$ cat src/ads_pkg.sv
// Package: register map, field positions, reset values and timing counts for the status block
package ads_pkg;
    // Register byte addresses on the core bus
    localparam logic [31:0] ADDR_STATUS    = 32'hFFFF0500;
    localparam logic [31:0] ADDR_MASK      = 32'hFFFF0504;
    localparam logic [31:0] ADDR_MODE      = 32'hFFFF0508;
    localparam logic [31:0] ADDR_CONFIG    = 32'hFFFF050C;
    localparam logic [31:0] ADDR_CUR_RES   = 32'hFFFF0510;
    localparam logic [31:0] ADDR_VOLT_RES  = 32'hFFFF0514;
    localparam logic [31:0] ADDR_TEMP_RES  = 32'hFFFF0518;
    localparam logic [31:0] ADDR_THRESHOLD = 32'hFFFF051C;
    localparam logic [31:0] ADDR_CNT_LIMIT = 32'hFFFF0520;
    localparam logic [31:0] ADDR_GAIN      = 32'hFFFF0524;
    // Status bit positions
    localparam int ST_CAL    = 15;
    localparam int ST_TERR   = 14;
    localparam int ST_VERR   = 13;
    localparam int ST_CERR   = 12;
    localparam int ST_THR    = 4;
    localparam int ST_FOVR   = 3;
    localparam int ST_TRDY   = 2;
    localparam int ST_VRDY   = 1;
    localparam int ST_CRDY   = 0;
    // Configuration bit positions
    localparam int CFG_CMP_EN  = 0;
    localparam int CFG_CNT_EN  = 1;
    localparam int CFG_OVR_EN  = 2;
    localparam int CFG_CUR_EN  = 3;
    localparam int CFG_VOLT_EN = 4;
    localparam int CFG_TEMP_EN = 5;
    // Reset values
    localparam logic [15:0] STATUS_RST = 16'h0000;
    localparam logic [7:0]  MASK_RST   = 8'h00;
    localparam logic [7:0]  MODE_RST   = 8'h00;
    localparam logic [7:0]  CONFIG_RST = 8'h00;
    localparam logic [15:0] RES_RST    = 16'h0000;
    localparam logic [15:0] THR_RST    = 16'h0000;
    localparam logic [7:0]  LIMIT_RST  = 8'h00;
    localparam logic [3:0]  GAIN_RST   = 4'h0;
    // Clamp codes for out-of-range conversions
    localparam logic [15:0] POS_FULL_SCALE = 16'h7FFF;
    localparam logic [15:0] NEG_FULL_SCALE = 16'h8000;
    // AXI responses
    localparam logic [1:0] RESP_OKAY   = 2'h0;
    localparam logic [1:0] RESP_SLVERR = 2'h2;
    // Fast overrange evaluation period
    localparam int CLK_FREQ_MHZ   = 200;
    localparam int FOVR_PERIOD_US = 125;
    localparam int FOVR_CYCLES    = FOVR_PERIOD_US * CLK_FREQ_MHZ;
endpackage : ads_pkg

$ cat src/ads_status.sv
// Converter status flags with AXI4-Lite register access
//
// The implementer's own choice: register access over AXI4-Lite.
`timescale 1ns/100ps
module ads_status
    import ads_pkg::*;
#(
    parameter int FOVR_PERIOD = FOVR_CYCLES
) (
    // Clock and reset
    input  wire logic        aclk,
    input  wire logic        aresetn,
    // AXI4-Lite write channels
    input  wire logic [31:0] s_axi_awaddr,
    input  wire logic        s_axi_awvalid,
    output logic             s_axi_awready,
    input  wire logic [31:0] s_axi_wdata,
    input  wire logic [3:0]  s_axi_wstrb,
    input  wire logic        s_axi_wvalid,
    output logic             s_axi_wready,
    output logic [1:0]       s_axi_bresp,
    output logic             s_axi_bvalid,
    input  wire logic        s_axi_bready,
    // AXI4-Lite read channels
    input  wire logic [31:0] s_axi_araddr,
    input  wire logic        s_axi_arvalid,
    output logic             s_axi_arready,
    output logic [31:0]      s_axi_rdata,
    output logic [1:0]       s_axi_rresp,
    output logic             s_axi_rvalid,
    input  wire logic        s_axi_rready,
    // Converter datapath events
    input  wire logic        cal_done,
    input  wire logic        cur_valid,
    input  wire logic [15:0] cur_data,
    input  wire logic        cur_over,
    input  wire logic        cur_under,
    input  wire logic        volt_valid,
    input  wire logic [15:0] volt_data,
    input  wire logic        volt_over,
    input  wire logic        volt_under,
    input  wire logic        temp_valid,
    input  wire logic [15:0] temp_data,
    input  wire logic        temp_over,
    input  wire logic        temp_under,
    input  wire logic        core_powered_down,
    // Analog gross overrange comparator, asynchronous
    input  wire logic        fast_ovr_in,
    // Interrupt request
    output logic             adc_irq
);
    // Register state
    logic [7:0]  mask_r, mode_r, cfg_r, limit_r;
    logic [15:0] thresh_r;
    logic [3:0]  gain_r;
    logic [15:0] cur_res_r, volt_res_r, temp_res_r;
    // Status flags
    logic        cal_r, terr_r, verr_r, cerr_r, thr_r, fovr_r;
    logic [2:0]  rdy_r;
    logic [7:0]  thr_cnt_r;
    // Fast overrange synchroniser and tick
    logic        ovr_meta_r, ovr_sync_r, tick;
    logic [31:0] tick_cnt_r;
    // Bus control
    logic        awready_r, bvalid_r, arready_r, rvalid_r, irq_r;
    logic [1:0]  bresp_r, rresp_r;
    logic [31:0] rdata_r;
    // Decoded strobes
    logic        wr_fire, rd_fire, wr_mode, wr_gain, rd_cur, rd_volt, rd_temp;
    logic        cur_take, volt_take, temp_take, cur_bad, volt_bad, temp_bad;
    logic        cur_exceed;
    logic [15:0] cur_mag, stat_word;
    logic [7:0]  wbyte0;

    // Clamp an errored conversion to the matching full-scale code
    function automatic logic [15:0] clamp(input logic [15:0] d, input logic ov,
                                          input logic un);
        return ov ? POS_FULL_SCALE : (un ? NEG_FULL_SCALE : d);
    endfunction : clamp

    // Strobes; write fires on the cycle both address and data are taken
    assign wr_fire   = s_axi_awvalid && awready_r;
    assign rd_fire   = s_axi_arvalid && arready_r;
    assign wr_mode   = wr_fire && (s_axi_awaddr == ADDR_MODE);
    assign wr_gain   = wr_fire && (s_axi_awaddr == ADDR_GAIN) && s_axi_wstrb[0];
    assign rd_cur    = rd_fire && (s_axi_araddr == ADDR_CUR_RES);
    assign rd_volt   = rd_fire && (s_axi_araddr == ADDR_VOLT_RES);
    assign rd_temp   = rd_fire && (s_axi_araddr == ADDR_TEMP_RES);
    assign wbyte0    = s_axi_wdata[7:0];
    // A full result register blocks overwrite while the core runs
    assign cur_take  = cur_valid && (!rdy_r[ST_CRDY] || core_powered_down);
    assign volt_take = volt_valid && (!rdy_r[ST_VRDY] || core_powered_down);
    assign temp_take = temp_valid && (!rdy_r[ST_TRDY] || core_powered_down);
    assign cur_bad   = cur_over || cur_under;
    assign volt_bad  = volt_over || volt_under;
    assign temp_bad  = temp_over || temp_under;
    // Magnitude of a signed result; 0x8000 saturates to 0x7FFF so it still compares above any threshold below 0x7FFF
    assign cur_mag    = cur_data[15] ? ((cur_data == NEG_FULL_SCALE) ? POS_FULL_SCALE
                                                                     : 16'(-cur_data))
                                     : cur_data;
    assign cur_exceed = cur_valid && cfg_r[CFG_CMP_EN] && (cur_mag > thresh_r);
    assign tick       = (tick_cnt_r == 32'(FOVR_PERIOD - 1));
    // Reserved bits are tied low
    assign stat_word  = {cal_r, terr_r, verr_r, cerr_r, 7'h00, thr_r, fovr_r, rdy_r};

    // Write address/data acceptance: both taken together, one write in flight
    always_ff @(posedge aclk) begin
        if (!aresetn) begin
            awready_r <= 1'b0;
        end else begin
            awready_r <= s_axi_awvalid && s_axi_wvalid && !awready_r && !bvalid_r;
        end
    end

    // Write response; writes to read-only status are accepted but ignored
    always_ff @(posedge aclk) begin
        if (!aresetn) begin
            bvalid_r <= 1'b0;
            bresp_r  <= RESP_OKAY;
        end else if (wr_fire) begin
            bvalid_r <= 1'b1;
            unique case (s_axi_awaddr)
                ADDR_STATUS, ADDR_MASK, ADDR_MODE, ADDR_CONFIG, ADDR_CUR_RES,
                ADDR_VOLT_RES, ADDR_TEMP_RES, ADDR_THRESHOLD, ADDR_CNT_LIMIT,
                ADDR_GAIN: bresp_r <= RESP_OKAY;
                default:   bresp_r <= RESP_SLVERR;
            endcase
        end else if (s_axi_bready) begin
            bvalid_r <= 1'b0;
        end
    end

    // Writable control registers, low byte lanes honoured
    always_ff @(posedge aclk) begin
        if (!aresetn) begin
            mask_r   <= MASK_RST;
            mode_r   <= MODE_RST;
            cfg_r    <= CONFIG_RST;
            thresh_r <= THR_RST;
            limit_r  <= LIMIT_RST;
            gain_r   <= GAIN_RST;
        end else if (wr_fire) begin
            if (s_axi_wstrb[0]) begin
                unique case (s_axi_awaddr)
                    ADDR_MASK:      mask_r        <= wbyte0;
                    ADDR_MODE:      mode_r        <= wbyte0;
                    ADDR_CONFIG:    cfg_r         <= wbyte0;
                    ADDR_THRESHOLD: thresh_r[7:0] <= wbyte0;
                    ADDR_CNT_LIMIT: limit_r       <= wbyte0;
                    ADDR_GAIN:      gain_r        <= wbyte0[3:0];
                    default:        ;
                endcase
            end
            if (s_axi_wstrb[1] && s_axi_awaddr == ADDR_THRESHOLD) begin
                thresh_r[15:8] <= s_axi_wdata[15:8];
            end
        end
    end

    // Read acceptance, one read in flight
    always_ff @(posedge aclk) begin
        if (!aresetn) begin
            arready_r <= 1'b0;
        end else begin
            arready_r <= s_axi_arvalid && !arready_r && !rvalid_r;
        end
    end

    // Read data; narrow registers sit in the low bits
    always_ff @(posedge aclk) begin
        if (!aresetn) begin
            rvalid_r <= 1'b0;
            rdata_r  <= 32'h00000000;
            rresp_r  <= RESP_OKAY;
        end else if (rd_fire) begin
            rvalid_r <= 1'b1;
            rresp_r  <= RESP_OKAY;
            unique case (s_axi_araddr)
                ADDR_STATUS:    rdata_r <= {16'h0000, stat_word};
                ADDR_MASK:      rdata_r <= {24'h000000, mask_r};
                ADDR_MODE:      rdata_r <= {24'h000000, mode_r};
                ADDR_CONFIG:    rdata_r <= {24'h000000, cfg_r};
                ADDR_CUR_RES:   rdata_r <= {16'h0000, cur_res_r};
                ADDR_VOLT_RES:  rdata_r <= {16'h0000, volt_res_r};
                ADDR_TEMP_RES:  rdata_r <= {16'h0000, temp_res_r};
                ADDR_THRESHOLD: rdata_r <= {16'h0000, thresh_r};
                ADDR_CNT_LIMIT: rdata_r <= {24'h000000, limit_r};
                ADDR_GAIN:      rdata_r <= {28'h0000000, gain_r};
                default: begin
                    rdata_r <= 32'h00000000;
                    rresp_r <= RESP_SLVERR;
                end
            endcase
        end else if (s_axi_rready) begin
            rvalid_r <= 1'b0;
        end
    end

    // Result registers, clamped on error
    always_ff @(posedge aclk) begin
        if (!aresetn) begin
            cur_res_r  <= RES_RST;
            volt_res_r <= RES_RST;
            temp_res_r <= RES_RST;
        end else begin
            if (cur_take) begin
                cur_res_r <= clamp(cur_data, cur_over, cur_under);
            end
            if (volt_take) begin
                volt_res_r <= clamp(volt_data, volt_over, volt_under);
            end
            if (temp_take) begin
                temp_res_r <= clamp(temp_data, temp_over, temp_under);
            end
        end
    end

    // Calibration flag; a completion in the same cycle as a mode write wins
    always_ff @(posedge aclk) begin
        if (!aresetn) begin
            cal_r <= STATUS_RST[ST_CAL];
        end else if (cal_done) begin
            cal_r <= 1'b1;
        end else if (wr_mode) begin
            cal_r <= 1'b0;
        end
    end

    // Conversion error flags; an error is flagged even if the result is blocked
    always_ff @(posedge aclk) begin
        if (!aresetn) begin
            terr_r <= STATUS_RST[ST_TERR];
            verr_r <= STATUS_RST[ST_VERR];
            cerr_r <= STATUS_RST[ST_CERR];
        end else begin
            if (temp_valid && temp_bad) begin
                terr_r <= 1'b1;
            end else if (temp_take) begin
                terr_r <= 1'b0;
            end
            if (volt_valid && volt_bad) begin
                verr_r <= 1'b1;
            end else if (volt_take) begin
                verr_r <= 1'b0;
            end
            if (cur_valid && cur_bad) begin
                cerr_r <= 1'b1;
            end else if (cur_take) begin
                cerr_r <= 1'b0;
            end
        end
    end

    // Threshold flag with optional conversion counter; cleared by a current result read
    always_ff @(posedge aclk) begin
        if (!aresetn) begin
            thr_r     <= STATUS_RST[ST_THR];
            thr_cnt_r <= 8'h00;
        end else begin
            if (cur_exceed && !cfg_r[CFG_CNT_EN]) begin
                thr_r <= 1'b1;
            end else if (cur_exceed && (thr_cnt_r + 8'h01 >= limit_r)) begin
                thr_r     <= 1'b1;
                thr_cnt_r <= 8'h00;
            end else begin
                if (cur_exceed) begin
                    thr_cnt_r <= thr_cnt_r + 8'h01;
                end
                if (rd_cur) begin
                    thr_r <= 1'b0;
                end
            end
        end
    end

    // Two-flop synchroniser for the analog overrange comparator
    always_ff @(posedge aclk) begin
        if (!aresetn) begin
            ovr_meta_r <= 1'b0;
            ovr_sync_r <= 1'b0;
        end else begin
            ovr_meta_r <= fast_ovr_in;
            ovr_sync_r <= ovr_meta_r;
        end
    end

    // Evaluation period counter, free running
    always_ff @(posedge aclk) begin
        if (!aresetn || tick) begin
            tick_cnt_r <= 32'h00000000;
        end else begin
            tick_cnt_r <= tick_cnt_r + 32'h00000001;
        end
    end

    // Fast overrange: sampled once per period, sticky until disable or gain change
    always_ff @(posedge aclk) begin
        if (!aresetn) begin
            fovr_r <= STATUS_RST[ST_FOVR];
        end else if (tick && cfg_r[CFG_OVR_EN] && ovr_sync_r) begin
            fovr_r <= 1'b1;
        end else if (!cfg_r[CFG_OVR_EN] || (wr_gain && wbyte0[3:0] != gain_r)) begin
            fovr_r <= 1'b0;
        end
    end

    // Result-ready flags; sets beat clearing reads of the same cycle
    always_ff @(posedge aclk) begin
        if (!aresetn) begin
            rdy_r <= STATUS_RST[2:0];
        end else begin
            // Current ready
            if (cal_done || (cur_take && cfg_r[CFG_CUR_EN])) begin
                rdy_r[ST_CRDY] <= 1'b1;
            end else if (rd_cur || ((rd_volt || rd_temp) && !cfg_r[CFG_CUR_EN])) begin
                rdy_r[ST_CRDY] <= 1'b0;
            end
            // Voltage ready
            if (cal_done || (volt_take && cfg_r[CFG_VOLT_EN])) begin
                rdy_r[ST_VRDY] <= 1'b1;
            end else if (rd_cur || rd_volt || (rd_temp && !cfg_r[CFG_CUR_EN])) begin
                rdy_r[ST_VRDY] <= 1'b0;
            end
            // Temperature ready
            if (cal_done || (temp_take && cfg_r[CFG_TEMP_EN])) begin
                rdy_r[ST_TRDY] <= 1'b1;
            end else if (rd_cur || rd_temp || (rd_volt && !cfg_r[CFG_CUR_EN])) begin
                rdy_r[ST_TRDY] <= 1'b0;
            end
        end
    end

    // Interrupt: masked low byte ORed; upper flags never interrupt
    always_ff @(posedge aclk) begin
        if (!aresetn) begin
            irq_r <= 1'b0;
        end else begin
            irq_r <= |(stat_word[7:0] & mask_r);
        end
    end

    // Outputs straight from flops
    assign s_axi_awready = awready_r;
    assign s_axi_wready  = awready_r;
    assign s_axi_bvalid  = bvalid_r;
    assign s_axi_bresp   = bresp_r;
    assign s_axi_arready = arready_r;
    assign s_axi_rvalid  = rvalid_r;
    assign s_axi_rdata   = rdata_r;
    assign s_axi_rresp   = rresp_r;
    assign adc_irq       = irq_r;
endmodule : ads_status

$ cat config.mk
export PLATFORM = sky130hd
export DESIGN_NAME = ads_status
export DESIGN_NICKNAME = d
export VERILOG_FILES = /design/src/ads_pkg.sv /design/src/ads_status.sv
export SDC_FILE = /design/constraint.sdc
export NUM_CORES = 1
export LEC_CHECK = 0
export BUFFER_PORTS_ARGS = -buffer_cell sky130_fd_sc_hd__buf_4
export CAP_MARGIN = 40
export CORE_MARGIN = 2
export CORE_UTILIZATION = 30
export DETAILED_ROUTE_END_ITERATION = 8
export PLACE_DENSITY_LB_ADDON = 0.2
export SLEW_MARGIN = 5
export SYNTH_ARGS = -nofsm -noshare
export SYNTH_HDL_FRONTEND = slang
export SYNTH_SLANG_ARGS = --single-unit
$ cat constraint.sdc
create_clock -name aclk -period 3.7 [get_ports aclk]
set_input_delay 0.555 -clock aclk [delete_from_list [all_inputs] [get_ports aclk]]
set_output_delay 0.555 -clock aclk [all_outputs]
set_load 0.03 [all_outputs]
# Word level (Yosys, flattened, before mapping)
# Cells that the tools add are included.
dict set report op_classes {
  add_sub_neg 3
  bitwise_logic 2
  n_reduce_logical 84
  eq_ne 23
  muxes 36
  magnitude_cmp 2
}
# op count
set ops {}
lappend ops {{$eq A32 B32 Y1 const B} 20}
lappend ops {{$pmux W16 S10} 1}
lappend ops {{$mux W16} 8}
lappend ops {{$logic_and A1 B1 Y1} 33}
lappend ops {{$add A32 B1 Y32 const B} 1}
lappend ops {{$eq A32 B15 Y1 const B} 1}
lappend ops {{$mux W1} 23}
lappend ops {{$reduce_bool A2 Y1} 11}
lappend ops {{$reduce_or A10 Y1} 2}
lappend ops {{$reduce_and A3 Y1} 6}
lappend ops {{$logic_or A1 B1 Y1} 17}
lappend ops {{$eq A16 B16 Y1 const B} 1}
lappend ops {{$gt A16 B16 Y1} 1}
lappend ops {{$mux W8} 2}
lappend ops {{$neg A16 Y16} 1}
lappend ops {{$logic_not A1 Y1} 11}
lappend ops {{$add A8 B1 Y8 const B} 1}
lappend ops {{$and A5 B8 Y8} 1}
lappend ops {{$ge A8 B8 Y1} 1}
lappend ops {{$reduce_or A8 Y1} 1}
lappend ops {{$mux W2} 2}
lappend ops {{$ne A4 B4 Y1} 1}
lappend ops {{$reduce_and A2 Y1} 2}
lappend ops {{$reduce_bool A3 Y1} 1}
lappend ops {{$not A1 Y1} 1}
dict set report totals {
  elab_cells 181
  register_bits 192
}

# Longest topological paths before layout
dict set report logic_depth {
  depth_word 8
  ltp_mapped 16
  depth_no_buf 15
}

# Worst setup path before layout
# Ideal clock, no wire load.
dict set report synth_path {
  kind {input to register}
  from {in cur_data[5]}
  to {reg thr_cnt_r[0]}
  setup_time_ns 0.131
  path_slack_ns -0.305
  n_path_buf 1
  path_stages 14
  arrival_time_ns 3.875
  cell_sequence {or4_1 -> or3_1 -> nor3_1 -> nand3b_1 -> or4_1 -> nand3_1 -> o21a_1 -> ha_1 -> nand4_1 -> nor3_1 -> a221o_1 -> o21ai_1 -> clkbuf_1 -> o21ai_0}
}
dict set report synth_between {
  elab_chain_cells 8
}
# item line_no
set synth_rtl {}
lappend synth_rtl {{from (decl)} ads_status.sv:35} ;# input wire logic [15:0] cur_data,
lappend synth_rtl {{$neg A16 Y16 or $eq A16 B16 Y1 (tied branches)} {ads_status.sv:99, ads_status.sv:98}}
lappend synth_rtl {{$mux W16} ads_status.sv:98} ;# assign cur_mag = cur_data[15] ? ((cur_data == NEG_FULL_SCALE) ? POS_FULL_SCALE
lappend synth_rtl {{$mux W16 (*)} ads_status.sv:98}
lappend synth_rtl {{$gt A16 B16 Y1 (*)} ads_status.sv:101} ;# assign cur_exceed = cur_valid && cfg_r[CFG_CMP_EN] && (cur_mag > thresh_r);
lappend synth_rtl {{$logic_and A1 B1 Y1 (*)} ads_status.sv:101}
lappend synth_rtl {{$logic_and A1 B1 Y1 (on tied branches)} {ads_status.sv:262, ads_status.sv:260}}
lappend synth_rtl {{$reduce_bool A2 Y1 (no source line) or $not A1 Y1 (tied branches)} --}
lappend synth_rtl {{$reduce_and A2 Y1 (no source line)} --}
lappend synth_rtl {{to (signal assigned)} ads_status.sv:267} ;# thr_cnt_r <= thr_cnt_r + 8'h01;
lappend synth_rtl {{to (decl)} ads_status.sv:60} ;# logic [7:0] thr_cnt_r;
# Mark *: on every way between the ends. The rest lies on a longest branch, timed or not.
# A chain may end at the register's enable or synchronous reset.

# Worst setup path after layout
dict set report layout_path {
  from {in cur_data[5]}
  to {reg thr_cnt_r[2]}
}
# The elaborated chain is that of the path after synthesis.

==> results.ini <==
[run]
drv_cap=0

[pwr]
peakVddDrop_uv=306.8
power.internal_uw=3234
p_switching_uw=1154
power.share.switching_pct=26.30
total_power_uw=4389
p_seq_share_pct=45.0
powerDensity_nw_per_um2=377.1
p_clk_share_pct=44.5
p_comb_share_pct=10.5
leakage_uw=0.004921

[setup_path]
path_cells=buf_4, or4_1, or3_4, nor3_4, nand2_1, o31ai_2, mux2i_1, ha_1, a21o_1, a21o_1, a221o_1, o21ai_4, buf_12, a21oi_1, o22ai_1
cp.required_ns=4.06
critical_path.startpoint=cur_data[5]
slowest_stage=or4_1
cpPeakStageDelay_ns=0.53
critPathKind=input pin to flip-flop
cp_common_cell=a21o_1
worst-r2r-setup-slack_ns=0.83
crit_fanout=16
r2r_start=thr_cnt_r[2]$_SDFFE_PN0P_
crit_path_start_kind=input pin
arrival_ns=3.89
critPathTopFamily=compound AO/OA/AOI/OAI gates
cp-end-kind=flip-flop
worst_r2r_path_depth=11
critical_path_buf_inv_count=2
reg2reg_to=thr_cnt_r[2]$_SDFFE_PN0P_

[clocking]
cts_tree=built
clkLatencyLatePin_ns=0.44
cts_made_buffers=17
clk_pin_slew_worst_paths_ns=0.07
cts_sinks=174
postCtsSetupRepairBufs=0
cts_root_buf=clkbuf_16
htree_levels=4
cts_max_path_buffers=2

[grt]
overflow=0
grt_max_degree=81
antenna_found_initial=0
grt_pass1_wl_um=44170
grt_pass1_vias=7974
grt_use_total_pct=18.15

[sta]
setup_tns_ns=0
tightest_slew_ns=0.8072
fin_worst_skew_ns=0.01508
rsz0062_at_grt=no
fmax_ghz=0.2834
final_hold_viol_count=0
period_share_pct=95.38
hold_ws_ns=0.3284
slew-limit-headroom_pct=46.19
drv_slew=0
fin_crit_ns=3.529
setup_viol=0

[logic_synthesis]
yosysSeqAreaShare_pct=37.84
synth_cells=1079
synth_common_cells=174 x dfxtp_1, 135 x nand2_1, 74 x a21oi_1, 64 x nor2_1
ys_async_sr_fraction_pct=0
ys_ff_latch=174
synthTopCellsByArea=dfxtp_1 38%, mux2i_1 6.2%, nand2_1 5.5%, o211a_1 4.9%, a21oi_1 4.0%
syn-mean-instance-area_um2=8.532
netlist_area_um2=9206
synth-main-ff-cell=dfxtp_1
netlist.area_leader.share_pct=37.84
synth.most_common_cell=dfxtp_1
synth_edf_count=0
ys_warn_count=0
yosysUniqueCellTypes=61
yosysTopAreaCell=dfxtp_1

[placed_design]
place_hpwl_um=22000
portBuffers=172
placed_area_um2=11010
gp_congestion=0.8383

[final_layout]
syn2layout_area_growth_pct=26.41
fill_cells=3155
final_layout_size_suffix_gt1_share_pct=21.02
final_area_um2=11640
final_util_pct=38.24
antenna_cells=0
nets=1437

[die]
die-area_um2=32110
num_rows=64
pin_count=209
chipWidth_um=179.2
core_um2=30430
start_util_pct=30.25
die_h_um=179.2

[route]
antenna_left=0
drt_first_iter_violations=577
drt_wl_total_um=28900
dr.pass1.iters=7
wire_per_inst_um=17.50
route.detailed.drc=0
vias=8379
viasPerCell=5.072

[hold_path]
min_from=fast_ovr_in
worstHoldPathCells=2
hold-path-endpoint=ovr_meta_r$_SDFF_PN0_
holdCritPathClass=input pin to flip-flop

[run_status]
status=finished, final reports clean

## placed cells by master, fill, tap and decap left out, types with 4 or more instances in the layout
cell,n
a22o_1,7
nor2b_1,54
o21ai_0,28
nand2b_1,8
o211a_1,45
o31ai_1,4
clkbuf_16,17
inv_1,40
mux2i_1,57
a21boi_1,5
a21oi_1,74
nand3b_1,4
nand4b_1,4
nor3_1,16
a221oi_1,11
o22ai_1,4
inv_6,7
dfxtp_1,174
a22oi_1,21
buf_4,208
or4_1,5
nand4_1,21
and2_1,8
a211oi_1,5
a21o_1,8
conb_1,18
nor4_1,10
xor2_1,37
a222oi_1,9
nor4_2,5
nand2_1,135
a31oi_1,9
nor2_1,64
xnor2_1,9
and3_1,9
nand3_1,33
ha_1,27
a21boi_0,7
## worst max-delay path by stage
stage | slack, ns | end | cells past startpoint
finish | 0.17 | thr_cnt_r[2]$_SDFFE_PN0P_ | 15
global route | 0.002 | thr_cnt_r[4]$_SDFFE_PN0P_ | 16
CTS | 0.14 | thr_cnt_r[2]$_SDFFE_PN0P_ | 15
detailed placement | -0.30 | thr_cnt_r[2]$_SDFFE_PN0P_ | 15
global placement | -0.24 | thr_cnt_r[4]$_SDFFE_PN0P_ | 16
floorplan | 0.004 | thr_cnt_r[6]$_SDFFE_PN0P_ | 15
## sequential cells by signal, indices dropped and copies added (netlist names), 3 cells and up
name / flops
temp_res_r: 16
gain_r: 4
tick_cnt_r: 32
cur_res_r: 16
mode_r: 8
limit_r: 8
thr_cnt_r: 8
thresh_r: 16
s_axi_rdata: 16
cfg_r: 8
rdy_r: 3
volt_res_r: 16
mask_r: 8
## metal layers
metal	part of all wire (%)	global-route usage, %	up-vias
li1	-	-	4152
met1	47	24.57	3947
met2	46	30.18	259
met3	5.4	3.075	21
met4	0.99	4.066	0
met5	0	0	-
## metrics by stage
stage	instances	worst slack [ns]
global route	1652	0.001990
floorplan	1096	0.004154
finish	1652	0.1711
detailed placement	1620	-0.2985
global placement	1620	-0.2437
CTS	1652	0.1432
## power groups by stage
| stage | clock network [µW] | registers [µW] | logic (µW) |
|---|---|---|---|
| floorplan | 0 | 2000 | 260 |
| finish | 1950 | 1970 | 462 |
| global route | 2060 | 1980 | 515 |
| CTS | 1990 | 1970 | 466 |
| detailed placement | 0 | 2020 | 463 |
| global placement | 0 | 2020 | 460 |
## what timing repair did
| item | 4_1_cts | 5_1_grt |
|---|---|---|
| hold buffers | 0 | 0 |
| setup endpoints to repair | 0 | 1 |
| gates resized for setup | 0 | 2 |
## cell type report
| type | count | area (µm²) | share of cell area [%] |
|---|---|---|---|
| multi-input cells | 801 | 5305 | 45.59 |
| flip-flops and latches | 174 | 3483 | 29.93 |
| repair buffers | 209 | 1582 | 13.59 |
| well taps | 396 | 495.5 | 4.258 |
| clock buffers | 17 | 425.4 | 3.656 |
| clock inverters | 15 | 196.4 | 1.688 |
| inverters | 40 | 150.1 | 1.290 |
## cells by family (layout without fill, tap and decap cells)
logic type	Yosys count	count (layout)	share of synthesized area (%)
other cells	1	18	0.04073
compound gates	251	251	19.27
fa+ha+maj	27	27	3.669
flops	174	174	37.84
mux	58	58	6.320
simple gates	401	401	22.71
xor+xnor	46	46	4.376
buf+inv	121	281	5.776
Power figures use the tool's default switching activity.
